<file path="src/zqpd_pkg.sv">
// Constants, types and command helpers for the calibration and power-down sequencer
package zqpd_pkg;

  // ****************************************
  // Clock and timing figures
  // ****************************************
  localparam int CLK_MHZ       = 200;
  localparam int TZQINIT_NS    = 1000;
  localparam int TZQCL_NS      = 360;
  localparam int TZQCS_NS      = 90;
  localparam int TZQRESET_NS   = 50;
  localparam int TCKE_NS       = 15;
  localparam int TXP_NS        = 8;
  localparam int TDQSCK_MAX_NS = 6;
  localparam int TPD_MAX_NS    = 3900;
  localparam int RL_CYC        = 3;
  localparam int BURST_LEN     = 4;
  localparam int CNT_W         = 16;
  localparam int CA_W          = 20;

  // Least times and the read spacing round up, only the power-down limit rounds down
  localparam logic [CNT_W-1:0] ZQINIT_CYC  = CNT_W'((TZQINIT_NS * CLK_MHZ + 999) / 1000);
  localparam logic [CNT_W-1:0] ZQCL_CYC    = CNT_W'((TZQCL_NS * CLK_MHZ + 999) / 1000);
  localparam logic [CNT_W-1:0] ZQCS_CYC    = CNT_W'((TZQCS_NS * CLK_MHZ + 999) / 1000);
  localparam logic [CNT_W-1:0] ZQRESET_CYC = CNT_W'((TZQRESET_NS * CLK_MHZ + 999) / 1000);
  localparam logic [CNT_W-1:0] TCKE_CYC    = CNT_W'((TCKE_NS * CLK_MHZ + 999) / 1000);
  localparam logic [CNT_W-1:0] TXP_CYC     = CNT_W'((TXP_NS * CLK_MHZ + 999) / 1000);
  localparam logic [CNT_W-1:0] TPD_MAX_CYC = CNT_W'((TPD_MAX_NS * CLK_MHZ) / 1000);
  localparam logic [CNT_W-1:0] PD_EXIT_CYC = (TXP_CYC > TCKE_CYC) ? TXP_CYC : TCKE_CYC;
  localparam logic [CNT_W-1:0] RD_PD_CYC   =
    CNT_W'(RL_CYC + (TDQSCK_MAX_NS * CLK_MHZ + 999) / 1000 + BURST_LEN / 2 + 1);
  localparam logic [CNT_W-1:0] CNT_ONE     = 16'h0001;
  localparam logic [1:0]       CLK_STABLE_CYC = 2'h2;

  // ****************************************
  // Command encodings
  // ****************************************
  localparam logic [7:0]      MR_ZQ_ADDR  = 8'h0a;
  localparam logic [7:0]      OP_ZQINIT   = 8'h10;
  localparam logic [7:0]      OP_ZQRESET  = 8'h20;
  localparam logic [7:0]      OP_ZQLONG   = 8'h30;
  localparam logic [7:0]      OP_ZQSHORT  = 8'h40;
  localparam logic [3:0]      MRW_CODE    = 4'h0;
  localparam logic [CA_W-1:0] CA_NOP      = 20'hfffff;

  typedef enum logic [1:0] {
    ZQ_INIT  = 2'b00,
    ZQ_RESET = 2'b01,
    ZQ_LONG  = 2'b10,
    ZQ_SHORT = 2'b11
  } zqpd_zq_kind_t;

  typedef enum logic [2:0] {
    ST_IDLE     = 3'b000,
    ST_ZQ_BUSY  = 3'b001,
    ST_PD_ENTRY = 3'b010,
    ST_PD       = 3'b011,
    ST_PD_EXIT  = 3'b100
  } zqpd_state_t;

  // Calibration command: mode register write, fall half in [19:10], rise half in [9:0]
  function automatic logic [CA_W-1:0] zqpd_zq_ca(input zqpd_zq_kind_t kind);
    logic [7:0] op;
    unique case (kind)
      ZQ_INIT:  op = OP_ZQINIT;
      ZQ_RESET: op = OP_ZQRESET;
      ZQ_LONG:  op = OP_ZQLONG;
      ZQ_SHORT: op = OP_ZQSHORT;
    endcase
    return {op, MR_ZQ_ADDR[7:6], MR_ZQ_ADDR[5:0], MRW_CODE};
  endfunction

  // Busy period of each calibration variant
  function automatic logic [CNT_W-1:0] zqpd_zq_cyc(input zqpd_zq_kind_t kind);
    logic [CNT_W-1:0] cyc;
    unique case (kind)
      ZQ_INIT:  cyc = ZQINIT_CYC;
      ZQ_RESET: cyc = ZQRESET_CYC;
      ZQ_LONG:  cyc = ZQCL_CYC;
      ZQ_SHORT: cyc = ZQCS_CYC;
    endcase
    return cyc;
  endfunction

endpackage

</file>
<file path="src/zqpd_timer.sv">
// Loadable down-counter that flags expiry
`timescale 1ns/1ps
`default_nettype none
module zqpd_timer (
  // Clock and reset
  input  wire logic                       sys_clk,
  input  wire logic                       rst,
  // Load and status
  input  wire logic                       load,
  input  wire logic [zqpd_pkg::CNT_W-1:0] load_val,
  output logic                            expired
);
  import zqpd_pkg::*;

  logic [CNT_W-1:0] cnt_ff;

  always_ff @(posedge sys_clk or posedge rst) begin
    if (rst) begin
      cnt_ff <= '0;
    end else if (load) begin
      cnt_ff <= load_val;
    end else if (cnt_ff != '0) begin
      cnt_ff <= cnt_ff - CNT_ONE;
    end
  end

  assign expired = (cnt_ff == '0);

endmodule
`default_nettype wire

</file>
<file path="src/zqpd_ctl.sv">
// Host sequencer for calibration commands and power-down entry and exit
// Overview of operation
// (RULE1) Device starts calibration on calibration write
// (RULE2) Initialization calibration issued before any other
// (RULE3) Reset variant restores default driver impedance
// (RULE4) No quiet bus after reset variant
// (RULE5) Calibrate only with all banks precharged
// (RULE6) Data bus quiet during measuring calibrations
// (RULE7) Only no-operations during calibration busy period
// (RULE8) Clock-enable high throughout calibration
// (RULE9) Shared resistor: measuring calibrations never overlap
// (RULE10) Device switches off calibration current afterwards
// (RULE11) No resistor: device ignores calibration commands
// (RULE12) Device enters power-down on clock-enable low
// (RULE13) No-operation in cycle after power-down entry
// (RULE14) No clock-enable low during register, read, write
// (RULE15) Device classes power-down as idle or active
// (RULE16) Device buffers off during power-down
// (RULE17) Clock-enable low at least minimum pulse time
// (RULE18) Power-down residency limited for refresh
// (RULE19) Exit: clock-enable high, chip select high
// (RULE20) Wait exit latency before executable command
// (RULE21) Clock stable two cycles before exit
// (RULE22) Read to power-down spacing respected
// (RULE23) Device counters refuse commands while busy
`timescale 1ns/1ps
`default_nettype none
module zqpd_ctl (
  // Clock and reset
  input  wire logic                           sys_clk,
  input  wire logic                           rst,
  // Calibration requests
  input  wire logic                           zq_req,
  input  wire zqpd_pkg::zqpd_zq_kind_t        zq_kind,
  output logic                                zq_ready,
  output logic                                zq_done_ff,
  output logic                                calibrated_ff,
  // Calibration sharing and data bus status
  input  wire logic                           zq_share_busy,
  output logic                                zq_quiet_ff,
  // Power-down requests
  input  wire logic                           pd_req,
  input  wire logic                           access_busy,
  input  wire logic                           clk_stable_pin,
  // User command path
  input  wire logic                           banks_idle,
  input  wire logic                           user_cmd_valid,
  input  wire logic                           user_cmd_read,
  input  wire logic [zqpd_pkg::CA_W-1:0]      user_ca,
  output logic                                user_cmd_ready,
  // Device command pins
  output logic                                ck_en_ff,
  output logic                                cs_n_ff,
  output logic [zqpd_pkg::CA_W-1:0]           ca_ff
);
  import zqpd_pkg::*;

  // ****************************************
  // Declarations
  // ****************************************
  zqpd_state_t      state_ff;
  zqpd_state_t      nxt_state;
  zqpd_zq_kind_t    zq_kind_ff;
  logic             tmr_load;
  logic [CNT_W-1:0] tmr_val;
  logic             tmr_done;
  logic             rd_done;
  logic             zq_legal;
  logic             zq_fire;
  logic             pd_fire;
  logic             user_fire;
  logic             rd_fire;
  logic             pd_leave;
  logic             clk_sync1_ff;
  logic             clk_sync2_ff;
  logic             clk_sync3_ff;
  logic             clk_ok_ff;
  logic [1:0]       stab_cnt_ff;
  logic [CNT_W-1:0] res_cnt_ff;

  // ****************************************
  // Clock-stable pin synchroniser
  // ****************************************
  always_ff @(posedge sys_clk or posedge rst) begin
    if (rst) begin
      clk_sync1_ff <= 1'b0;
      clk_sync2_ff <= 1'b0;
      clk_sync3_ff <= 1'b0;
    end else begin
      clk_sync1_ff <= clk_stable_pin;
      clk_sync2_ff <= clk_sync1_ff;
      clk_sync3_ff <= clk_sync2_ff;
    end
  end

  always_ff @(posedge sys_clk or posedge rst) begin
    if (rst) begin
      clk_ok_ff <= 1'b0;
    end else if (clk_sync2_ff == clk_sync3_ff) begin
      clk_ok_ff <= clk_sync3_ff;
    end
  end

  // Count cycles of stable clock before allowing exit
  always_ff @(posedge sys_clk or posedge rst) begin
    if (rst) begin
      stab_cnt_ff <= 2'h0;
    end else if (!clk_ok_ff) begin
      stab_cnt_ff <= 2'h0;
    end else if (stab_cnt_ff != CLK_STABLE_CYC) begin
      stab_cnt_ff <= stab_cnt_ff + 2'h1;
    end
  end

  // ****************************************
  // Request arbitration
  // ****************************************
  always_comb begin
    zq_legal = banks_idle                                       // RULE5
               && (zq_kind == ZQ_RESET || !zq_share_busy)       // RULE9
               && (calibrated_ff || zq_kind == ZQ_INIT);        // RULE2
  end

  assign zq_ready       = (state_ff == ST_IDLE) && zq_legal;
  assign zq_fire        = zq_ready && zq_req;                   // RULE1
  assign pd_fire        = (state_ff == ST_IDLE) && !zq_req && pd_req
                          && !access_busy                       // RULE14
                          && rd_done;                           // RULE22
  assign user_cmd_ready = (state_ff == ST_IDLE) && !zq_req && !pd_fire;
  assign user_fire      = user_cmd_ready && user_cmd_valid;
  assign rd_fire        = user_fire && user_cmd_read;
  assign pd_leave       = tmr_done                              // RULE17
                          && (stab_cnt_ff == CLK_STABLE_CYC)    // RULE21
                          && (!pd_req || res_cnt_ff == '0);     // RULE18

  // ****************************************
  // State machine
  // ****************************************
  always_comb begin
    nxt_state = state_ff;
    tmr_load  = 1'b0;
    tmr_val   = '0;
    unique case (state_ff)
      ST_IDLE: begin
        if (zq_fire) begin
          nxt_state = ST_ZQ_BUSY;
          tmr_load  = 1'b1;
          tmr_val   = zqpd_zq_cyc(zq_kind) - CNT_ONE;          // RULE7
        end else if (pd_fire) begin
          nxt_state = ST_PD_ENTRY;
        end
      end
      ST_ZQ_BUSY: begin
        if (tmr_done) begin
          nxt_state = ST_IDLE;
        end
      end
      ST_PD_ENTRY: begin
        nxt_state = ST_PD;
        tmr_load  = 1'b1;
        tmr_val   = TCKE_CYC - CNT_ONE;                         // RULE17
      end
      ST_PD: begin
        if (pd_leave) begin
          nxt_state = ST_PD_EXIT;
          tmr_load  = 1'b1;
          tmr_val   = PD_EXIT_CYC - CNT_ONE;                    // RULE20
        end
      end
      ST_PD_EXIT: begin
        if (tmr_done) begin
          nxt_state = ST_IDLE;
        end
      end
      default: begin
        nxt_state = ST_IDLE;
      end
    endcase
  end

  always_ff @(posedge sys_clk or posedge rst) begin
    if (rst) begin
      state_ff <= ST_IDLE;
    end else begin
      state_ff <= nxt_state;
    end
  end

  zqpd_timer u_tmr_main (
    .sys_clk  (sys_clk),
    .rst      (rst),
    .load     (tmr_load),
    .load_val (tmr_val),
    .expired  (tmr_done)
  );

  zqpd_timer u_tmr_rd (
    .sys_clk  (sys_clk),
    .rst      (rst),
    .load     (rd_fire),
    .load_val (RD_PD_CYC - CNT_ONE),                            // RULE22
    .expired  (rd_done)
  );

  // Residency limit while powered down
  always_ff @(posedge sys_clk or posedge rst) begin
    if (rst) begin
      res_cnt_ff <= '0;
    end else if (pd_fire) begin
      res_cnt_ff <= TPD_MAX_CYC - CNT_ONE;                      // RULE18
    end else if (res_cnt_ff != '0) begin
      res_cnt_ff <= res_cnt_ff - CNT_ONE;
    end
  end

  // ****************************************
  // Calibration status
  // ****************************************
  always_ff @(posedge sys_clk or posedge rst) begin
    if (rst) begin
      zq_kind_ff    <= ZQ_INIT;
      zq_quiet_ff   <= 1'b0;
      zq_done_ff    <= 1'b0;
      calibrated_ff <= 1'b0;
    end else begin
      if (zq_fire) begin
        zq_kind_ff <= zq_kind;
      end
      zq_quiet_ff <= (nxt_state == ST_ZQ_BUSY)                  // RULE6
                     && ((zq_fire ? zq_kind : zq_kind_ff) != ZQ_RESET); // RULE4
      zq_done_ff  <= (state_ff == ST_ZQ_BUSY) && tmr_done;
      if (state_ff == ST_ZQ_BUSY && tmr_done && zq_kind_ff == ZQ_INIT) begin
        calibrated_ff <= 1'b1;                                  // RULE2
      end
    end
  end

  // ****************************************
  // Device pins
  // ****************************************
  always_ff @(posedge sys_clk or posedge rst) begin
    if (rst) begin
      ck_en_ff <= 1'b1;
      cs_n_ff  <= 1'b1;
      ca_ff    <= CA_NOP;
    end else begin
      ck_en_ff <= !(nxt_state == ST_PD_ENTRY || nxt_state == ST_PD); // RULE8
      cs_n_ff  <= !(zq_fire || user_fire);                       // RULE13
      if (zq_fire) begin
        ca_ff <= zqpd_zq_ca(zq_kind);                            // RULE1
      end else if (user_fire) begin
        ca_ff <= user_ca;
      end else begin
        ca_ff <= CA_NOP;                                         // RULE19
      end
    end
  end
endmodule
`default_nettype wire

</file>
<file path="config.mk">
export PLATFORM = sky130hd
export DESIGN_NAME = zqpd_ctl
export DESIGN_NICKNAME = d
export VERILOG_FILES = /design/src/zqpd_pkg.sv /design/src/zqpd_timer.sv /design/src/zqpd_ctl.sv
export SDC_FILE = /design/constraint.sdc
export NUM_CORES = 1
export LEC_CHECK = 0
export ABC_AREA = 1
export ABC_CLOCK_PERIOD_IN_PS = 2900
export BUFFER_PORTS_ARGS = -buffer_cell sky130_fd_sc_hd__clkbuf_2
export CAP_MARGIN = 20
export CORE_UTILIZATION = 58
export CTS_CLUSTER_DIAMETER = 80
export DETAILED_ROUTE_END_ITERATION = 8
export PLACE_DENSITY_LB_ADDON = 0.25
export SYNTH_ARGS = -nofsm -noshare
export SYNTH_HDL_FRONTEND = slang
export SYNTH_SLANG_ARGS = --single-unit
</file>
<file path="constraint.sdc">
create_clock -name sys_clk -period 2.9 [get_ports sys_clk]
set_clock_uncertainty 0.05 [all_clocks]
set_input_delay 0.29 -clock sys_clk [delete_from_list [all_inputs] [get_ports sys_clk]]
set_output_delay 0.29 -clock sys_clk [all_outputs]
set_load 0.02 [all_outputs]
</file>
==> results.json, run 1 <==
{
  "status": "finished, final reports clean",
  "slew_viol_final": 0,
  "core_area_sq_mm": 0.00773,
  "multiInputGateArea_sq_mm": 0.00219,
  "worst-setup-path-type": "reg -> reg",
  "hold_violations": 0,
  "antenna_found_initial": 0,
  "n_fill_cell": 631,
  "cap_violations": 0,
  "rsz0062_at_grt": "false",
  "post_drt_wl_per_cell_microns": 13.3,
  "die_x_microns": 91.3,
  "grt_pass1_wl_microns": 16200,
  "cts_buffers": 9,
  "dieArea_sq_mm": 0.00834,
  "drcViolationCount": 0,
  "ys_ff_latch": 84,
  "cts_tree": "built",
  "cp.arrival_ns": 2.44,
  "clockBufferDepth": 2,
  "layout.nets": 665,
  "post-place-cells": 709,
  "final_common_cell": "nand2_1",
  "cts.clk_slew.worst_paths_ns": 0.09,
  "max_slew_margin": 0.596,
  "io_buffers": 58,
  "area_growth_pct": 12.5,
  "fin_crit_sh": 0.779,
  "grt_max_degree": 37,
  "crit_path_start_kind": "flip-flop",
  "synth_edf_count": 0,
  "setup_viol": 0,
  "root_buffer": "clkbuf_8",
  "fmax_mhz": 443,
  "first_pass_iters": 4,
  "std_cell_rows": 32,
  "crit_fanout": 26,
  "p_total_mw": 4.55,
  "num_antenna_cells": 0,
  "initial_core_util": 0.599,
  "register_area_sq_mm": 0.00213,
  "r2r_slack_ns": 0.64,
  "ir_drop_v": 0.000432,
  "grt_overflow": 0,
  "synth.distinct_cells": 38,
  "cts_num_sinks": 84,
  "routed_wl_microns": 9650,
  "cts_resized": 0,
  "worst_pin_slew_ns": 0.606,
  "synth_area_per_cell_sq_um": 8.32,
  "grt_util_all_layers": 0.247,
  "power.density_mw_per_mm2": 874,
  "required_ns": 3.08,
  "drive_gt1_frac": 0.245,
  "setup_tns_ns": 0,
  "htree_levels": 3,
  "dp.final_hpwl_microns": 7250,
  "hp-class": "in -> reg",
  "drt-vias-per-instance": 5.18,
  "synth_fp_nets": 601,
  "synthFlopType": "dfrtp_1",
  "postRouteAntennaNets": 0,
  "end_kind": "flip-flop",
  "syn_inst": 556,
  "layout_common_cells": "138 x nand2_1, 67 x nor2_1, 62 x dfrtp_1, 59 x inv_1, 58 x clkbuf_2",
  "gp_congestion": 0.892,
  "die_y_microns": 91.3,
  "synth_area_sq_mm": 0.00463,
  "ys_async_sr_fraction": 1.00,
  "period_minus_slack_ns": 2.26,
  "synth_warnings": 0,
  "drtIter0Drc": 164,
  "first_global_vias": 3585,
  "worstSkewPairLatency_ns": 0.37,
  "layout.cells.non_filler": 727,
  "yosysSeqAreaShare": 0.460,
  "vias": 3769,
  "ios": 59,
  "power_leakage_nw": 2.68
}
[final timing paths]
| path | start | endpoint | depth (start not counted) |
|---|---|---|---|
| worst max-delay path | state_ff[1]$_DFF_PP0_ | zq_quiet_ff$_DFF_PP0_ | 8 |
| worst min-delay path | user_ca[19] | ca_ff[19]$_DFF_PP1_ | 3 |
| worst max register to register | state_ff[1]$_DFF_PP0_ | zq_quiet_ff$_DFF_PP0_ | 8 |
| worst min register to register | clk_sync1_ff$_DFF_PP0_ | clk_sync2_ff$_DFF_PP0_ | 0 |
| max in group asynchronous | rst | ca_ff[9]$_DFF_PP1_ | 4 |
| min in group asynchronous | rst | res_cnt_ff[9]$_DFFE_PP0P_ | 3 |
[stage by stage]
step,worst slack (ns),hold WS [ns],area [sq um],utilization
after global routing,0.425,0.0385,5200,0.674
after detailed placement,0.336,0.290,5000,0.647
after global placement,0.461,0.283,5000,0.647
after CTS,0.686,0.0238,5200,0.674
final,0.640,0.0457,5200,0.674
after floorplan,0.431,0.271,4630,-
[flip-flops by register name, summed over array words and instances (netlist names)]
register and cells:
u_tmr_main.cnt_ff 16, zq_done_ff 1, clk_sync3_ff 1, ca_ff 20, u_tmr_rd.cnt_ff 16, clk_ok_ff 1, calibrated_ff 1, cs_n_ff 1
zq_kind_ff 2, ck_en_ff 1, zq_quiet_ff 1, clk_sync2_ff 1, clk_sync1_ff 1, state_ff 3, stab_cnt_ff 2, res_cnt_ff 16
[metal layers]
| metal | vias to the layer above | global-route usage | routed length [microns] |
|---|---|---|---|
| met1 | 1780 | 0.324 | 4490 |
| met2 | 78 | 0.408 | 4700 |
| li1 | 1905 | - | - |
| met5 | - | 0 | 0 |
| met4 | 0 | 0.0741 | 86 |
| met3 | 6 | 0.0561 | 374 |
[worst max-delay path: stages, from the launching register on]
cell and delay (ns):
dfrtp_1 0.41, inv_1 0.13, nand3_2 0.14, inv_1 0.09, nand3_2 0.44, inv_1 0.50
nand2_1 0.13, a21oi_1 0.17, a21oi_1 0.06
[power breakdown]
| part | leakage [nW] | internal (mW) | switching, mW |
|---|---|---|---|
| clock network | 0.0972 | 0.323 | 0.457 |
| logic | 1.57 | 0.709 | 1.17 |
| registers | 1.01 | 1.56 | 0.334 |
| total | 2.68 | 2.59 | 1.96 |
[synth_stat cells, drive strengths merged (10+ instances only)]
cell | number | area share
xor2 | 20 | 0.038
dfstp | 22 | 0.12
o21ai | 10 | 0.011
a21oi | 24 | 0.034
dfrtp | 62 | 0.34
nand4 | 24 | 0.032
nor3 | 15 | 0.016
nor2 | 88 | 0.094
nand2 | 149 | 0.13
nand3 | 31 | 0.044
inv | 63 | 0.051
ha | 13 | 0.035
[repair_timing]
item                      in CTS  in global routing
hold endpoints to repair      35                  0
hold buffers                   2                  0
setup buffers                  0                  0
[logic make-up after synthesis]
| group | synth area share |
|---|---|
| xor gates and xnor gates | 0.0436 |
| DFF | 0.460 |
| AOI/OAI and AO/OA | 0.0617 |
| buffers and inverters | 0.0655 |
| and+or+nand+nor | 0.332 |
| adders and majority gates | 0.0373 |
[cell type report]
cell class / count / share of cell area
Multi-Input combinational cell: 399 / 0.421
Sequential cell: 84 / 0.409
Timing Repair Buffer: 63 / 0.0639
Inverter: 63 / 0.0457
Tap cell: 102 / 0.0245
Clock buffer: 9 / 0.0238
Clock inverter: 7 / 0.0115
Note: power is estimated with default switching activity, not from simulation.
==> run 2, diff against run 1 <==
--- a/config.mk
+++ b/config.mk
@@ -5,11 +5,11 @@
 export SDC_FILE = /design/constraint.sdc
 export NUM_CORES = 1
 export LEC_CHECK = 0
-export ABC_AREA = 1
-export ABC_CLOCK_PERIOD_IN_PS = 2900
+export ABC_AREA = 0
+export ABC_CLOCK_PERIOD_IN_PS = 2200
 export BUFFER_PORTS_ARGS = -buffer_cell sky130_fd_sc_hd__clkbuf_2
 export CAP_MARGIN = 20
-export CORE_UTILIZATION = 58
+export CORE_UTILIZATION = 57
 export CTS_CLUSTER_DIAMETER = 80
 export DETAILED_ROUTE_END_ITERATION = 8
 export PLACE_DENSITY_LB_ADDON = 0.25
==> constraint.sdc (replaced) <==
create_clock -name sys_clk -period 2.2 [get_ports sys_clk]
set_clock_uncertainty 0.05 [all_clocks]
set_input_delay 0.22 -clock sys_clk [delete_from_list [all_inputs] [get_ports sys_clk]]
set_output_delay 0.22 -clock sys_clk [all_outputs]
set_load 0.02 [all_outputs]
==> run 2 against run 1 <==
  * Hold slack worse by 0.028 ns
  * Routed wire length is 2.4% lower
  * Synthesized cell count is 22% lower
  * Flip-flop and latch count stayed put
  * Worst setup slack worse by 0.60 ns
  * Clock power is 32% higher
  * Total power is 13% lower
  * Clock-buffer cell count is 1 higher
  * Sequential share of layout area is 0.15 points higher
==> results.json, run 2 <==
{
  "status": "finished, final reports clean",
  "ys_async_sr_fraction": 1.00,
  "layout.nets": 573,
  "holdPathStages": 2,
  "crit_fanout": 5,
  "required_ns": 1.93,
  "synth_top_area_cell": "dfrtp_1",
  "cts_num_sinks": 84,
  "worst-path-buf-inv": 1,
  "yosysSeqAreaShare": 0.496,
  "ys_top_cells_by_count": "75 x nor2_1, 62 x dfrtp_1, 31 x nand2_1",
  "setup_viol": 0,
  "end_kind": "output pin",
  "cp_top_family": "simple AND/OR/NAND/NOR gates",
  "gp_congestion": 0.911,
  "cap_violations": 0,
  "crit_chain": "or3_4, nor4b_4, and3_1, nor3_1, clkbuf_2",
  "switchingPower_mw": 1.29,
  "post_drt_wl_per_cell_microns": 14.9,
  "timing.rr.start": "state_ff[1]$_DFF_PP0_",
  "synth_area_sq_mm": 0.00429,
  "internal_power_mw": 2.65,
  "cts_tree": "built",
  "power.density_mw_per_mm2": 760,
  "cp.arrival_ns": 1.89,
  "grt_overflow": 0,
  "hold_end": "ca_ff[5]$_DFF_PP1_",
  "std_cell_rows": 31,
  "worstSkewPairLatency_ns": 0.36,
  "power_leakage_nw": 2.17,
  "die_y_microns": 88.8,
  "drtIter0Drc": 196,
  "synth_top_area_frac": 0.361,
  "initial_core_util": 0.592,
  "grt_max_degree": 45,
  "syn_inst": 435,
  "dp.final_hpwl_microns": 6720,
  "place_area_sq_mm": 0.00488,
  "first_global_vias": 3267,
  "vias": 3542,
  "root_buffer": "clkbuf_8",
  "period_minus_slack_ns": 2.16,
  "p_clk_frac": 0.262,
  "layout_common_cells": "75 x nor2_1, 62 x dfrtp_1, 58 x clkbuf_2, 36 x buf_4, 31 x nand2_1",
  "n_fill_cell": 527,
  "drt-vias-per-instance": 5.60,
  "grt_util_all_layers": 0.258,
  "dieArea_sq_mm": 0.00788,
  "cts.clk_slew.worst_paths_ns": 0.08,
  "io_buffers": 58,
  "rsz0062_at_grt": "true",
  "ios": 59,
  "worst-setup-path-type": "reg -> out",
  "r2r_cells": 5,
  "cts_buffers": 9,
  "crit_path_top_delay_cell": "or3_4",
  "regMostFlops": "ca_ff",
  "postRouteAntennaNets": 0,
  "synth_area_per_cell_sq_um": 9.87,
  "hold_violations": 0,
  "synth_warnings": 0,
  "drcViolationCount": 0,
  "slew_viol_final": 0,
  "max_slew_margin": 0.615,
  "first_pass_iters": 5,
  "largest_reg_flops": 20,
  "core_area_sq_mm": 0.00725,
  "grt_pass1_wl_microns": 15500,
  "synth.distinct_cells": 60,
  "r2r_slack_ns": 0.17,
  "pwr-share-comb": 0.222,
  "routed_wl_microns": 9420,
  "synth_fp_nets": 480,
  "switching_share": 0.327,
  "hold_start": "user_ca[5]",
  "die_x_microns": 88.8,
  "final_util": 0.715,
  "crit_path_start_kind": "flip-flop",
  "fmax_mhz": 463,
  "ys_ff_latch": 84,
  "synthMostInstantiatedCell": "nor2_1",
  "ys_top_cells_by_area": "dfrtp_1 36%, dfstp_2 13%, nor2_1 6.6%",
  "p_seq_frac": 0.516,
  "clockBufferDepth": 2,
  "fin_crit_sh": 0.982,
  "fin_area_sq_mm": 0.00519,
  "worst_pin_slew_ns": 0.569,
  "drive_gt1_frac": 0.296,
  "final_common_cell": "nor2_1",
  "p_total_mw": 3.94,
  "ir_drop_v": 0.000541,
  "synth_edf_count": 0,
  "timing.rr.end": "u_tmr_main.cnt_ff[15]$_DFFE_PP0P_",
  "cpPeakStageDelay_ns": 0.44,
  "hold_slack_ns": 0.0181,
  "area_growth_pct": 20.8,
  "antenna_found_initial": 0,
  "htree_levels": 3,
  "synthFlopType": "dfrtp_1",
  "num_antenna_cells": 0,
  "hp-class": "in -> reg"
}
## run 2: cell types whose count changed in the layout (fill, tap and decap cells not counted), moves of 13 or more
| cell | delta |
|---|---|
| inv_1 | -44 |
| nand2_1 | -107 |
| nand4_1 | -20 |
| xor2_1 | -13 |
| xnor2_1 | +22 |
| buf_4 | +33 |
## run 2: cell type report
cell class	count	area, sq um	share of cell area
clock buffer	10	138	0.0265
clock inverter	6	43.8	0.00844
inverter	16	63.8	0.0123
multi-input combinational	319	2080	0.400
sequential	84	2130	0.411
tap	99	124	0.0239
timing repair buffer	98	611	0.118
## run 2: cell families (layout without fill, tap and decap cells)
group | after synthesis | in the layout | synth area share
DFF | 84 | 84 | 0.496
xor gates and xnor gates | 32 | 32 | 0.0653
and+or+nand+nor | 205 | 205 | 0.258
adders and majority gates | 14 | 14 | 0.0402
buffers and inverters | 32 | 130 | 0.0329
AOI/OAI and AO/OA | 66 | 66 | 0.103
muxes | 2 | 2 | 0.00495
## run 2: what timing repair did
action                     in CTS  in global routing
resized for setup               5                  5
setup endpoints to repair       1                 11
pin swaps                       0                  2
setup buffers                   1                  5
hold endpoints to repair       11                  0
hold buffers                    3                  0
## run 2: power by group through the flow
stage / registers (mW) / clock network [mW] / logic (mW)
floorplan: 1.99 / 0 / 0.604
global placement: 2.03 / 0 / 0.818
detailed placement: 2.05 / 0 / 0.847
CTS: 2.02 / 1.06 / 0.868
global route: 2.06 / 1.11 / 0.984
finish: 2.03 / 1.03 / 0.873
## run 2: per-stage QoR
stage	setup TNS (ns)	std cells	worst slack (ns)
floorplan	0	435	0.0476
global placement	0	607	0.204
detailed placement	0	607	0.114
CTS	0	627	0.00175
global route	-0.0148	632	-0.0148
finish	0	632	0.0395
## run 2: worst reg2reg max path: stages, from the launching register on
cell	delay, ns
dfrtp_1	0.42
or3_4	0.44
or4_4	0.47
nor3b_2	0.31
a21oi_1	0.09
nor3_1	0.17
## run 2: how the worst max path moves through the flow
stage          cells past startpoint                           endpoint                      startpoint  slack, ns
2_1_floorplan                      9   u_tmr_main.cnt_ff[6]$_DFFE_PP0P_       res_cnt_ff[0]$_DFFE_PP0P_       0.05
3_3_place_gp                       8  u_tmr_main.cnt_ff[15]$_DFFE_PP0P_                      zq_kind[1]       0.20
3_5_place_dp                       8   u_tmr_main.cnt_ff[5]$_DFFE_PP0P_                      zq_kind[1]       0.11
4_1_cts                            5                     user_cmd_ready  u_tmr_rd.cnt_ff[9]$_DFFE_PP0P_      0.002
5_1_grt                            5                     user_cmd_ready           state_ff[1]$_DFF_PP0_      -0.01
6_report                           5                     user_cmd_ready           state_ff[1]$_DFF_PP0_       0.04
## run 2: metal layers
metal | global-route usage | part of all wire | vias up
met5 | 0 | 0 | -
met4 | 0.0704 | 0.010 | 0
met3 | 0.0644 | 0.067 | 14
met2 | 0.406 | 0.48 | 121
met1 | 0.356 | 0.45 | 1685
li1 | - | - | 1722
